## src/socr_pkg.sv

```systemverilog
package socr_pkg;

  // ************************************************************
  // Bus geometry
  // ************************************************************
  localparam int unsigned SOCR_ADR_W = 12;
  localparam int unsigned SOCR_IDX_W = 10;
  localparam int unsigned SOCR_NREG = 5;
  localparam logic [1:0] SOCR_PAGE = 2'h2;

  // Register index is {page, offset}; byte address is four times it
  localparam logic [7:0] SOCR_OFS_HOST = 8'h06;
  localparam logic [7:0] SOCR_OFS_SRC = 8'h38;
  localparam logic [7:0] SOCR_OFS_REF = 8'h39;
  localparam logic [7:0] SOCR_OFS_STAGE = 8'h3b;
  localparam logic [7:0] SOCR_OFS_BRIDGE = 8'h46;

  localparam int unsigned SOCR_SLOT_HOST = 0;
  localparam int unsigned SOCR_SLOT_SRC = 1;
  localparam int unsigned SOCR_SLOT_REF = 2;
  localparam int unsigned SOCR_SLOT_STAGE = 3;
  localparam int unsigned SOCR_SLOT_BRIDGE = 4;

  // ************************************************************
  // Writable masks and reset values
  // ************************************************************
  localparam logic [7:0] SOCR_MASK_HOST = 8'h62;
  localparam logic [7:0] SOCR_MASK_SRC = 8'h01;
  localparam logic [7:0] SOCR_MASK_REF = 8'h01;
  localparam logic [7:0] SOCR_MASK_STAGE = 8'h3f;
  localparam logic [7:0] SOCR_MASK_BRIDGE = 8'h07;

  localparam logic [7:0] SOCR_RST_HOST = 8'h42;
  localparam logic [7:0] SOCR_RST_SRC = 8'h00;
  localparam logic [7:0] SOCR_RST_REF = 8'h00;
  localparam logic [7:0] SOCR_RST_STAGE = 8'h05;
  localparam logic [7:0] SOCR_RST_BRIDGE = 8'h00;

  // ************************************************************
  // Field positions
  // ************************************************************
  localparam int unsigned SOCR_B_LINK_ON = 1;
  localparam int unsigned SOCR_B_FAST = 5;
  localparam int unsigned SOCR_B_DEGLITCH = 6;
  localparam int unsigned SOCR_B_SRC = 0;
  localparam int unsigned SOCR_B_RATIO = 0;
  localparam int unsigned SOCR_B_GAIN_LO = 0;
  localparam int unsigned SOCR_B_GAIN_HI = 2;
  localparam int unsigned SOCR_B_LOOP = 3;
  localparam int unsigned SOCR_B_CAP = 4;
  localparam int unsigned SOCR_B_PULLUP = 5;
  localparam int unsigned SOCR_B_BRIDGE = 0;
  localparam int unsigned SOCR_B_LVL_LO = 1;
  localparam int unsigned SOCR_B_LVL_HI = 2;

  localparam int unsigned SOCR_WORD_W = 14;

  typedef enum logic [2:0] {
    SOCR_GAIN_OFF = 3'b000,
    SOCR_GAIN_X10 = 3'b001,
    SOCR_GAIN_X4 = 3'b010,
    SOCR_GAIN_X2 = 3'b100,
    SOCR_GAIN_X6P67 = 3'b110
  } socr_gain_e;

  typedef enum logic [1:0] {
    SOCR_LVL_2V5 = 2'b00,
    SOCR_LVL_2V0 = 2'b01,
    SOCR_LVL_1V25 = 2'b10,
    SOCR_LVL_1V25_ALT = 2'b11
  } socr_lvl_e;

  // {reserved, x6.67, x2, x4, x10}; off gives all zero
  function automatic logic [4:0] socr_gain_dec(input logic [2:0] code);
    logic [4:0] d;
    d = 5'h10;
    case (code)
      SOCR_GAIN_OFF: d = 5'h00;
      SOCR_GAIN_X10: d = 5'h01;
      SOCR_GAIN_X4: d = 5'h02;
      SOCR_GAIN_X2: d = 5'h04;
      SOCR_GAIN_X6P67: d = 5'h08;
      default: d = 5'h10;
    endcase
    return d;
  endfunction : socr_gain_dec

  // {1.25 V, 2.0 V, 2.5 V}
  function automatic logic [2:0] socr_lvl_dec(input logic [1:0] lvl);
    logic [2:0] d;
    d = 3'h4;
    case (lvl)
      SOCR_LVL_2V5: d = 3'h1;
      SOCR_LVL_2V0: d = 3'h2;
      default: d = 3'h4;
    endcase
    return d;
  endfunction : socr_lvl_dec

endpackage : socr_pkg

```

## src/socr_wr_if.sv

```systemverilog
`timescale 1ns/1ns
interface socr_wr_if import socr_pkg::*; ();
  logic ce;
  logic [SOCR_NREG-1:0] we;
  logic [7:0] wdata;

  modport drv (output ce, output we, output wdata);
  modport rcv (input ce, input we, input wdata);
endinterface : socr_wr_if

```

## src/socr_byte_reg.sv

```systemverilog
`timescale 1ns/1ns
module socr_byte_reg import socr_pkg::*; #(
  parameter int unsigned IDX = 0,
  parameter logic [7:0] RST = 8'h00,
  parameter logic [7:0] MASK = 8'hff
) (
  input wire logic clk_sys,
  input wire logic rstn,
  socr_wr_if.rcv wr,
  output logic [7:0] q
);

  logic [7:0] q_r;
  logic [7:0] q_nxt;

  // Bits outside the mask keep zero whatever is written
  assign q_nxt = (wr.wdata & MASK) | (q_r & ~MASK);
  assign q = q_r;

  always_ff @(posedge clk_sys or negedge rstn) begin
    if (!rstn) begin
      q_r <= RST & MASK;
    end else if (wr.ce && wr.we[IDX]) begin
      q_r <= q_nxt;
    end
  end

endmodule : socr_byte_reg

```

## src/socr_top.sv

```systemverilog
// Register access over Wishbone is this design's own decision.
`timescale 1ns/1ns
// How it works
// - Link enable output follows host link control bit 1.
// - Bit 5 selects standard class (0) or fast class (1).
// - Bit 6 turns the link glitch filters on; clear bypasses them.
// - Source bit 0 set picks converter data word, else pulse-width path.
// - Reference mode bit 0: one ratiometric, zero absolute.
// - Gain field decodes off, x10, x4, x2, x6.67; other codes reserved.
// - Stage bit 3 closes current-loop switch, enabling the loop output.
// - Stage bit 4 closes the hold capacitor switch.
// - Stage bit 5 closes the gain-input pull-up switch.
// - Bridge bit 0 switches the bridge supply on or off.
// - Bridge bits 2:1 select 2.5 V, 2.0 V or 1.25 V.
module socr_top import socr_pkg::*; (
  input wire logic clk_sys,
  input wire logic rstn,
  input wire logic ce,
  input wire logic wb_cyc_i,
  input wire logic wb_stb_i,
  input wire logic wb_we_i,
  input wire logic [SOCR_ADR_W-1:0] wb_adr_i,
  input wire logic [3:0] wb_sel_i,
  input wire logic [31:0] wb_dat_i,
  output logic [31:0] wb_dat_o,
  output logic wb_ack_o,
  input wire logic [SOCR_WORD_W-1:0] converter_data_word,
  input wire logic pwm_out_on,
  input wire logic [SOCR_WORD_W-1:0] pwm_word,
  output logic link_on,
  output logic link_fast_class,
  output logic link_deglitch_on,
  output logic gain_from_converter,
  output logic [SOCR_WORD_W-1:0] gain_stage_word,
  output logic ratiometric_on,
  output logic voltage_mode_on,
  output logic gain_x10,
  output logic gain_x4,
  output logic gain_x2,
  output logic gain_x6p67,
  output logic gain_code_reserved,
  output logic current_loop_on,
  output logic hold_capacitor_on,
  output logic pullup_on,
  output logic bridge_supply_on,
  output logic [1:0] bridge_level_select,
  output logic bridge_2v5,
  output logic bridge_2v0,
  output logic bridge_1v25
);

  // ************************************************************
  // Wishbone decode
  // ************************************************************
  logic ack_r;
  logic [31:0] dat_r;
  logic [31:0] dat_nxt;
  wire [SOCR_IDX_W-1:0] idx = wb_adr_i[SOCR_ADR_W-1:2];
  wire req = wb_cyc_i && wb_stb_i && !ack_r;
  wire hit_host = (idx == {SOCR_PAGE, SOCR_OFS_HOST});
  wire hit_src = (idx == {SOCR_PAGE, SOCR_OFS_SRC});
  wire hit_ref = (idx == {SOCR_PAGE, SOCR_OFS_REF});
  wire hit_stage = (idx == {SOCR_PAGE, SOCR_OFS_STAGE});
  wire hit_bridge = (idx == {SOCR_PAGE, SOCR_OFS_BRIDGE});
  // Only the low byte lane carries register data
  wire wr_go = ce && req && wb_we_i && wb_sel_i[0];
  wire [SOCR_NREG-1:0] hit_vec = {hit_bridge, hit_stage, hit_ref, hit_src, hit_host};

  socr_wr_if wr ();
  assign wr.ce = ce;
  assign wr.wdata = wb_dat_i[7:0];
  assign wr.we = wr_go ? hit_vec : '0;

  // ************************************************************
  // Register bank
  // ************************************************************
  logic [7:0] q_host;
  logic [7:0] q_src;
  logic [7:0] q_ref;
  logic [7:0] q_stage;
  logic [7:0] q_bridge;

  // Masks keep read-only and unused bits at zero
  socr_byte_reg #(.IDX(SOCR_SLOT_HOST), .RST(SOCR_RST_HOST), .MASK(SOCR_MASK_HOST)) u_host (
    .clk_sys(clk_sys), .rstn(rstn), .wr(wr), .q(q_host));
  socr_byte_reg #(.IDX(SOCR_SLOT_SRC), .RST(SOCR_RST_SRC), .MASK(SOCR_MASK_SRC)) u_src (
    .clk_sys(clk_sys), .rstn(rstn), .wr(wr), .q(q_src));
  socr_byte_reg #(.IDX(SOCR_SLOT_REF), .RST(SOCR_RST_REF), .MASK(SOCR_MASK_REF)) u_ref (
    .clk_sys(clk_sys), .rstn(rstn), .wr(wr), .q(q_ref));
  socr_byte_reg #(.IDX(SOCR_SLOT_STAGE), .RST(SOCR_RST_STAGE), .MASK(SOCR_MASK_STAGE)) u_stage (
    .clk_sys(clk_sys), .rstn(rstn), .wr(wr), .q(q_stage));
  socr_byte_reg #(.IDX(SOCR_SLOT_BRIDGE), .RST(SOCR_RST_BRIDGE), .MASK(SOCR_MASK_BRIDGE)) u_bridge (
    .clk_sys(clk_sys), .rstn(rstn), .wr(wr), .q(q_bridge));

  // Unmapped reads answer zero; unmapped writes are acked and dropped
  wire [7:0] rd_byte = ({8{hit_host}} & q_host) | ({8{hit_src}} & q_src) |
                       ({8{hit_ref}} & q_ref) | ({8{hit_stage}} & q_stage) |
                       ({8{hit_bridge}} & q_bridge);
  assign dat_nxt = {24'h00_0000, rd_byte};

  always_ff @(posedge clk_sys or negedge rstn) begin
    if (!rstn) begin
      ack_r <= 1'b0;
      dat_r <= 32'h0000_0000;
    end else if (ce) begin
      ack_r <= req;
      dat_r <= dat_nxt;
    end
  end

  assign wb_ack_o = ack_r;
  assign wb_dat_o = dat_r;

  // ************************************************************
  // Direct control outputs
  // ************************************************************
  assign link_on = q_host[SOCR_B_LINK_ON];
  assign link_fast_class = q_host[SOCR_B_FAST];
  assign link_deglitch_on = q_host[SOCR_B_DEGLITCH];
  assign gain_from_converter = q_src[SOCR_B_SRC];
  assign ratiometric_on = q_ref[SOCR_B_RATIO];
  assign current_loop_on = q_stage[SOCR_B_LOOP];
  assign hold_capacitor_on = q_stage[SOCR_B_CAP];
  assign pullup_on = q_stage[SOCR_B_PULLUP];
  assign bridge_supply_on = q_bridge[SOCR_B_BRIDGE];
  assign bridge_level_select = q_bridge[SOCR_B_LVL_HI:SOCR_B_LVL_LO];

  // ************************************************************
  // Decoded stage controls, registered
  // ************************************************************
  localparam logic [4:0] GAIN_RST = socr_gain_dec(SOCR_RST_STAGE[SOCR_B_GAIN_HI:SOCR_B_GAIN_LO]);
  localparam logic [2:0] LVL_RST = socr_lvl_dec(SOCR_RST_BRIDGE[SOCR_B_LVL_HI:SOCR_B_LVL_LO]);

  logic [4:0] gain_r;
  logic [2:0] lvl_r;
  logic [SOCR_WORD_W-1:0] word_r;
  wire [4:0] gain_nxt = socr_gain_dec(q_stage[SOCR_B_GAIN_HI:SOCR_B_GAIN_LO]);
  wire [2:0] lvl_nxt = socr_lvl_dec(q_bridge[SOCR_B_LVL_HI:SOCR_B_LVL_LO]);
  // Pulse-width path drives zero while its own enable is off
  wire [SOCR_WORD_W-1:0] pwm_sel = pwm_out_on ? pwm_word : '0;
  wire [SOCR_WORD_W-1:0] word_nxt = q_src[SOCR_B_SRC] ? converter_data_word : pwm_sel;

  always_ff @(posedge clk_sys or negedge rstn) begin
    if (!rstn) begin
      gain_r <= GAIN_RST;
      lvl_r <= LVL_RST;
      word_r <= '0;
    end else if (ce) begin
      gain_r <= gain_nxt;
      lvl_r <= lvl_nxt;
      word_r <= word_nxt;
    end
  end

  assign gain_x10 = gain_r[0];
  assign gain_x4 = gain_r[1];
  assign gain_x2 = gain_r[2];
  assign gain_x6p67 = gain_r[3];
  assign gain_code_reserved = gain_r[4];
  // Reserved codes leave voltage mode off rather than guess a gain
  assign voltage_mode_on = |gain_r[3:0];
  assign bridge_2v5 = lvl_r[0];
  assign bridge_2v0 = lvl_r[1];
  assign bridge_1v25 = lvl_r[2];
  assign gain_stage_word = word_r;

  // ************************************************************
  // Assertions
  // ************************************************************
  logic first_r;
  always_ff @(posedge clk_sys or negedge rstn) begin
    if (!rstn) begin
      first_r <= 1'b1;
    end else if (ce) begin
      first_r <= 1'b0;
    end
  end

  a_reset_values: assert property (@(posedge clk_sys) disable iff (!rstn)
    first_r |-> (q_host == SOCR_RST_HOST && q_stage == SOCR_RST_STAGE && q_src == 8'h00
                 && q_ref == 8'h00 && q_bridge == 8'h00))
    else $error("register reset values wrong");

  a_link_enable: assert property (@(posedge clk_sys) disable iff (!rstn)
    wr_go && hit_host |=> link_on == $past(wb_dat_i[SOCR_B_LINK_ON]))
    else $error("link enable not written");

  a_speed_class: assert property (@(posedge clk_sys) disable iff (!rstn)
    wr_go && hit_host |=> link_fast_class == $past(wb_dat_i[SOCR_B_FAST]))
    else $error("speed class not written");

  a_filter_enable: assert property (@(posedge clk_sys) disable iff (!rstn)
    wr_go && hit_host |=> link_deglitch_on == $past(wb_dat_i[SOCR_B_DEGLITCH]))
    else $error("filter enable not written");

  a_source_select: assert property (@(posedge clk_sys) disable iff (!rstn)
    ce && gain_from_converter |=> gain_stage_word == $past(converter_data_word))
    else $error("converter word not routed");

  a_pwm_source: assert property (@(posedge clk_sys) disable iff (!rstn)
    ce && !gain_from_converter && !pwm_out_on |=> gain_stage_word == '0)
    else $error("idle pulse-width path not zero");

  a_ref_mode: assert property (@(posedge clk_sys) disable iff (!rstn)
    wr_go && hit_ref ##1 ce |=> gain_stage_word == $past(word_nxt) && ratiometric_on == $past(wb_dat_i[0], 2))
    else $error("reference mode not written");

  a_gain_x10: assert property (@(posedge clk_sys) disable iff (!rstn)
    ce && q_stage[2:0] == 3'b001 |=> gain_x10 && voltage_mode_on && !gain_x4 && !gain_x2 && !gain_x6p67)
    else $error("gain 001 not decoded as x10");

  a_gain_reserved: assert property (@(posedge clk_sys) disable iff (!rstn)
    ce && (q_stage[2:0] == 3'b011 || q_stage[2:0] == 3'b101 || q_stage[2:0] == 3'b111)
    |=> gain_code_reserved && !voltage_mode_on)
    else $error("reserved gain code not flagged");

  a_stage_switches: assert property (@(posedge clk_sys) disable iff (!rstn)
    wr_go && hit_stage |=> {pullup_on, hold_capacitor_on, current_loop_on} == $past(wb_dat_i[5:3]))
    else $error("stage switches not written");

  a_bridge_level: assert property (@(posedge clk_sys) disable iff (!rstn)
    ce && bridge_level_select[1] |=> bridge_1v25 && !bridge_2v5 && !bridge_2v0)
    else $error("bridge level 1x not 1.25 V");

  a_bridge_supply: assert property (@(posedge clk_sys) disable iff (!rstn)
    wr_go && hit_bridge |=> bridge_supply_on == $past(wb_dat_i[SOCR_B_BRIDGE]))
    else $error("bridge supply not written");

  a_ro_bits_zero: assert property (@(posedge clk_sys) disable iff (!rstn)
    ce && req && !wb_we_i && hit_host |=> wb_ack_o && (wb_dat_o & ~{24'h00_0000, SOCR_MASK_HOST}) == '0)
    else $error("read-only bits not zero");

  a_ack_pulse: assert property (@(posedge clk_sys) disable iff (!rstn)
    wb_ack_o && ce |=> !wb_ack_o)
    else $error("ack held longer than one cycle");

  // Whole bank as one word, so a dropped write is checked in one go
  wire [SOCR_NREG*8-1:0] bank_q = {q_host, q_src, q_ref, q_stage, q_bridge};
  wire [2:0] gain_code = q_stage[SOCR_B_GAIN_HI:SOCR_B_GAIN_LO];

  a_loop_switch: assert property (@(posedge clk_sys) disable iff (!rstn)
    wr_go && hit_stage |=> current_loop_on == $past(wb_dat_i[SOCR_B_LOOP]))
    else $error("current-loop switch not written");

  a_hold_cap: assert property (@(posedge clk_sys) disable iff (!rstn)
    wr_go && hit_stage |=> hold_capacitor_on == $past(wb_dat_i[SOCR_B_CAP]))
    else $error("hold capacitor switch not written");

  a_pullup_switch: assert property (@(posedge clk_sys) disable iff (!rstn)
    wr_go && hit_stage |=> pullup_on == $past(wb_dat_i[SOCR_B_PULLUP]))
    else $error("pull-up switch not written");

  a_source_bit: assert property (@(posedge clk_sys) disable iff (!rstn)
    wr_go && hit_src |=> gain_from_converter == $past(wb_dat_i[SOCR_B_SRC]))
    else $error("source bit not written");

  a_pwm_word: assert property (@(posedge clk_sys) disable iff (!rstn)
    ce && !gain_from_converter && pwm_out_on |=> gain_stage_word == $past(pwm_word))
    else $error("pulse-width word not routed");

  a_ref_bit: assert property (@(posedge clk_sys) disable iff (!rstn)
    wr_go && hit_ref |=> ratiometric_on == $past(wb_dat_i[SOCR_B_RATIO]))
    else $error("reference mode bit not written");

  a_gain_off: assert property (@(posedge clk_sys) disable iff (!rstn)
    ce && gain_code == SOCR_GAIN_OFF |=> !voltage_mode_on && !gain_code_reserved && !gain_x10 && !gain_x4)
    else $error("gain 000 not decoded as off");

  a_gain_x4: assert property (@(posedge clk_sys) disable iff (!rstn)
    ce && gain_code == SOCR_GAIN_X4 |=> gain_x4 && voltage_mode_on && !gain_x10 && !gain_x2 && !gain_x6p67)
    else $error("gain 010 not decoded as x4");

  a_gain_x2: assert property (@(posedge clk_sys) disable iff (!rstn)
    ce && gain_code == SOCR_GAIN_X2 |=> gain_x2 && voltage_mode_on && !gain_x10 && !gain_x4 && !gain_x6p67)
    else $error("gain 100 not decoded as x2");

  a_gain_x6p67: assert property (@(posedge clk_sys) disable iff (!rstn)
    ce && gain_code == SOCR_GAIN_X6P67 |=> gain_x6p67 && voltage_mode_on && !gain_x10 && !gain_x4 && !gain_x2)
    else $error("gain 110 not decoded as x6.67");

  a_level_2v5: assert property (@(posedge clk_sys) disable iff (!rstn)
    ce && bridge_level_select == SOCR_LVL_2V5 |=> bridge_2v5 && !bridge_2v0 && !bridge_1v25)
    else $error("bridge level 00 not 2.5 V");

  a_level_2v0: assert property (@(posedge clk_sys) disable iff (!rstn)
    ce && bridge_level_select == SOCR_LVL_2V0 |=> bridge_2v0 && !bridge_2v5 && !bridge_1v25)
    else $error("bridge level 01 not 2.0 V");

  a_unused_zero: assert property (@(posedge clk_sys) disable iff (!rstn)
    (q_host & ~SOCR_MASK_HOST) == '0 && (q_src & ~SOCR_MASK_SRC) == '0 && (q_ref & ~SOCR_MASK_REF) == '0
    && (q_stage & ~SOCR_MASK_STAGE) == '0 && (q_bridge & ~SOCR_MASK_BRIDGE) == '0)
    else $error("unused register bit not zero");

  a_stage_readback: assert property (@(posedge clk_sys) disable iff (!rstn)
    ce && req && !wb_we_i && hit_stage |=> wb_dat_o == {24'h00_0000, $past(q_stage)})
    else $error("stage register read back wrong");

  a_lane_drop: assert property (@(posedge clk_sys) disable iff (!rstn)
    ce && req && wb_we_i && !wb_sel_i[0] |=> bank_q == $past(bank_q))
    else $error("write without low lane changed a register");

  a_unmapped_write: assert property (@(posedge clk_sys) disable iff (!rstn)
    ce && req && wb_we_i && hit_vec == '0 |=> bank_q == $past(bank_q))
    else $error("unmapped write changed a register");

  // Clock enable low must hold every flip-flop, bus side included
  a_freeze_state: assert property (@(posedge clk_sys) disable iff (!rstn)
    !ce |=> {bank_q, ack_r, dat_r, gain_r, lvl_r, word_r} == $past({bank_q, ack_r, dat_r, gain_r, lvl_r, word_r}))
    else $error("state moved while clock enable low");

  a_ack_answer: assert property (@(posedge clk_sys) disable iff (!rstn)
    ce && req |=> wb_ack_o)
    else $error("request not acknowledged next cycle");

endmodule : socr_top

```

## config.mk

```make
export PLATFORM = sky130hd
export DESIGN_NAME = socr_top
export DESIGN_NICKNAME = d
export VERILOG_FILES = /design/src/socr_pkg.sv /design/src/socr_wr_if.sv /design/src/socr_byte_reg.sv /design/src/socr_top.sv
export SDC_FILE = /design/constraint.sdc
export NUM_CORES = 1
export LEC_CHECK = 0
export ABC_AREA = 1
export ABC_CLOCK_PERIOD_IN_PS = 1600
export BUFFER_PORTS_ARGS = -buffer_cell sky130_fd_sc_hd__buf_4
export CORE_MARGIN = 2
export CORE_UTILIZATION = 43
export DETAILED_ROUTE_END_ITERATION = 10
export PLACE_DENSITY = 0.82
export SYNTH_ARGS = -nofsm -noshare
export SYNTH_HDL_FRONTEND = slang
export SYNTH_SLANG_ARGS = --single-unit
```

## constraint.sdc

```tcl
create_clock -name clk_sys -period 1.6 [get_ports clk_sys]
set_clock_uncertainty 0.05 [all_clocks]
set_input_delay 0.16 -clock clk_sys [delete_from_list [all_inputs] [get_ports clk_sys]]
set_output_delay 0.16 -clock clk_sys [all_outputs]
set_load 0.05 [all_outputs]
```

==> impl_metrics.py <==
metrics = {
    "floorplan": {
        "pin_count": 150,
        "dieHeight_um": 77.9,
        "die_area_sq_mm": 0.00607,
        "core_sq_mm": 0.00520,
        "die-width_um": 77.9,
        "start_util_pct": 45.1,
        "rows": 26,
    },
    "final_layout": {
        "n_fill_cell": 464,
        "fin_nets": 447,
        "layout.cells.non_filler": 435,
        "drive_gt1_share_pct": 36.4,
        "diodes": 0,
        "area_growth_pct": 34.3,
    },
    "global_route": {
        "grt.total_usage_pct": 18.6,
        "grt_pass1_wl_mm": 8.98,
        "antenna_found_initial": 0,
        "overflow": 0,
        "grt_start_max_net_pins": 46,
        "first_global_vias": 1907,
    },
    "timing": {
        "timing.final.crit_share_pct": 88.2,
        "finalHoldViolCount": 0,
        "maxSlewViolCount": 0,
        "slew_headroom_pct": 63.1,
        "rsz0062_at_grt": "no",
        "fmax_mhz": 709,
        "worst_pin_slew_ns": 0.553,
        "setup_tns_ns": 0,
        "min_period_ns": 1.41,
        "setup_violations": 0,
    },
    "clocking": {
        "clk_latency_ns": 0.29,
        "post_cts_resized": 0,
        "cts_inserted_buffers": 5,
        "cts_tree": "yes",
        "ctsLongestPathBuffers": 2,
        "clock_sinks": 45,
        "post_cts_buffers": 0,
        "clock-root-buffer": "clkbuf_8",
        "clkTransAtPathRegs_ns": 0.08,
        "cts.htree.levels": 2,
        "cts_hold_buffers": 1,
    },
    "critical_path": {
        "path_cells": "buf_4 -> buf_4",
        "crit_path_frequent_cell": "buf_4",
        "critPathCaptureType": "output port",
        "path_class": "reg2out",
        "crit_buf_inv": 2,
        "cp_slowest_cell": "dfrtp_1",
        "max_stage_delay_ns": 0.43,
        "cp-start-kind": "flop",
        "required_ns": 1.39,
        "path_max_fanout": 15,
        "path_delay_family": "buffers and inverters",
        "crit_arrival_ns": 1.20,
    },
    "logic_synthesis": {
        "synthTopCellsByArea": "dfrtp_1, nand2_1, buf_4",
        "yosysSeqAreaShare_pct": 48.3,
        "yosys_warnings": 0,
        "synth_top_area_cell": "dfrtp_1",
        "synthesis.instances": 268,
        "yosys_register_bits": 45,
        "syn_area_per_cell_sq_um": 8.76,
        "yosys.area.top_type_share_pct": 41.6,
        "synthDistinctLibCells": 32,
        "synth_area_sq_mm": 0.00235,
    },
    "drt": {
        "drt-initial-drc-count": 137,
        "wl_per_cell_um": 12.6,
        "drtPass1Iterations": 4,
        "drc_errors": 0,
        "avgViaCountPerCell": 4.74,
        "wirelength_mm": 5.46,
        "antenna_violating_nets_post_route": 0,
        "num_vias": 2062,
    },
    "placement": {
        "gp_congestion": 0.854,
        "io_buffers": 95,
        "dpl.cell_count": 426,
        "dp_hpwl_mm": 4.21,
    },
    "power": {
        "leakagePower_nw": 1.63,
        "power_density_mw_per_mm2": 813,
        "ir_drop_mv": 0.568,
    },
    "job": {
        "drv_cap": 0,
    },
    "hold_path": {
        "min-delay-path-class": "in2reg",
    },
    "outcome": {
        "status": "finished, final reports clean",
    },
}
[registers in the layout, indices dropped and copies added (netlist names)]
register and flops:
gain_stage_word 14, gain_r 5, u_bridge.q 3, wb_dat_o 8, u_src.q 1, u_ref.q 1
u_stage.q 6, u_host.q 3, lvl_r 3, wb_ack_o 1
[metal layers]
metal  GRT usage, %  vias to the layer above  wire length, um
met3           4.88                        4              386
met5              0                        -                0
met1           24.9                      960             2360
met4           4.21                        0               42
li1               -                     1022                -
met2           30.3                       76             2680
[cells by family after synthesis]
family	after synthesis	synth area share, %
AO/OA/AOI/OAI	51	14.4
buffers and inverters	62	14.5
AND/OR/NAND/NOR	109	22.6
other	1	0.160
flip-flops	45	48.3
[path summary, 6_finish.rpt]
path / depth (start not counted) / startpoint / to / slack, ns
worst max-delay path: 2 / u_src.q[0] / gain_from_converter / 0.19
worst max register to register: 6 / wb_ack_o / u_stage.q[5] / 0.27
worst min register to register: 2 / u_host.q[6] / u_host.q[6] / 0.44
worst min-delay path: 3 / wb_dat_i[2] / u_stage.q[2] / 0.04
min in group asynchronous: 2 / rstn / u_bridge.q[2] / 0.36
max in group asynchronous: 2 / rstn / u_host.q[6] / 0.76
[worst min-delay path: stages]
cell and delay, ns:
buf_4 0.11, inv_1 0.06, o21ai_2 0.05
[cells in the mapped netlist, drive strengths merged]
master / instances
clkbuf: 4
dfrtp: 39
o21ai: 27
dfstp: 6
nor2: 29
a22o: 1
conb: 1
a21oi: 2
o211ai: 1
o32ai: 3
a31oi: 1
o31ai: 1
nor3: 2
a22oi: 14
nand4: 3
inv: 28
o41ai: 1
nand2: 57
buf: 30
nand3: 18
[placed cells by master (no fill, tap or decap), types with 2 or more instances in the layout]
cell type / count
a21oi_1: 2
a22oi_1: 14
buf_4: 98
clkbuf_8: 7
conb_1: 24
dfrtp_1: 39
dfstp_2: 6
inv_1: 27
nand2_1: 55
nand2_2: 2
nand3_1: 17
nand4_1: 2
nor2_1: 22
nor2_2: 4
nor2_4: 2
o21ai_0: 21
o21ai_2: 6
o32ai_1: 3
[layout make-up]
type	instances	area [sq um]	area share (%)
sequential	45	1130	36.0
inverter	28	105	3.33
multi-input combinational	184	960	30.4
timing repair buffer	100	766	24.3
clock inverter	1	5.00	0.159
tap	70	87.6	2.78
clock buffer	7	96.3	3.06
[where the power goes]
part / internal [mW] / leakage (nW) / switching, mW / total [mW]
Clock: 0.390 / 0.0542 / 0.367 / 0.758
Combinational: 0.182 / 1.02 / 0.420 / 0.602
Sequential: 1.18 / 0.565 / 0.0230 / 1.20
[metrics by stage]
stage / instance area [sq um] / worst slack (ns) / hold WS [ns] / total power, mW / util, %
final: 3150 / 0.189 / 0.0411 / 2.56 / 60.6
after global routing: 3150 / 0.126 / 0.0371 / 2.68 / 60.6
after CTS: 3150 / 0.170 / 0.0321 / 2.59 / 60.6
after detailed placement: 3040 / 0.260 / 0.142 / 1.83 / 58.4
after global placement: 3040 / 0.294 / 0.139 / 1.82 / 58.4
after floorplan: 2430 / 0.0783 / -0.186 / 1.65 / -
Power figures use the tool's default switching activity.
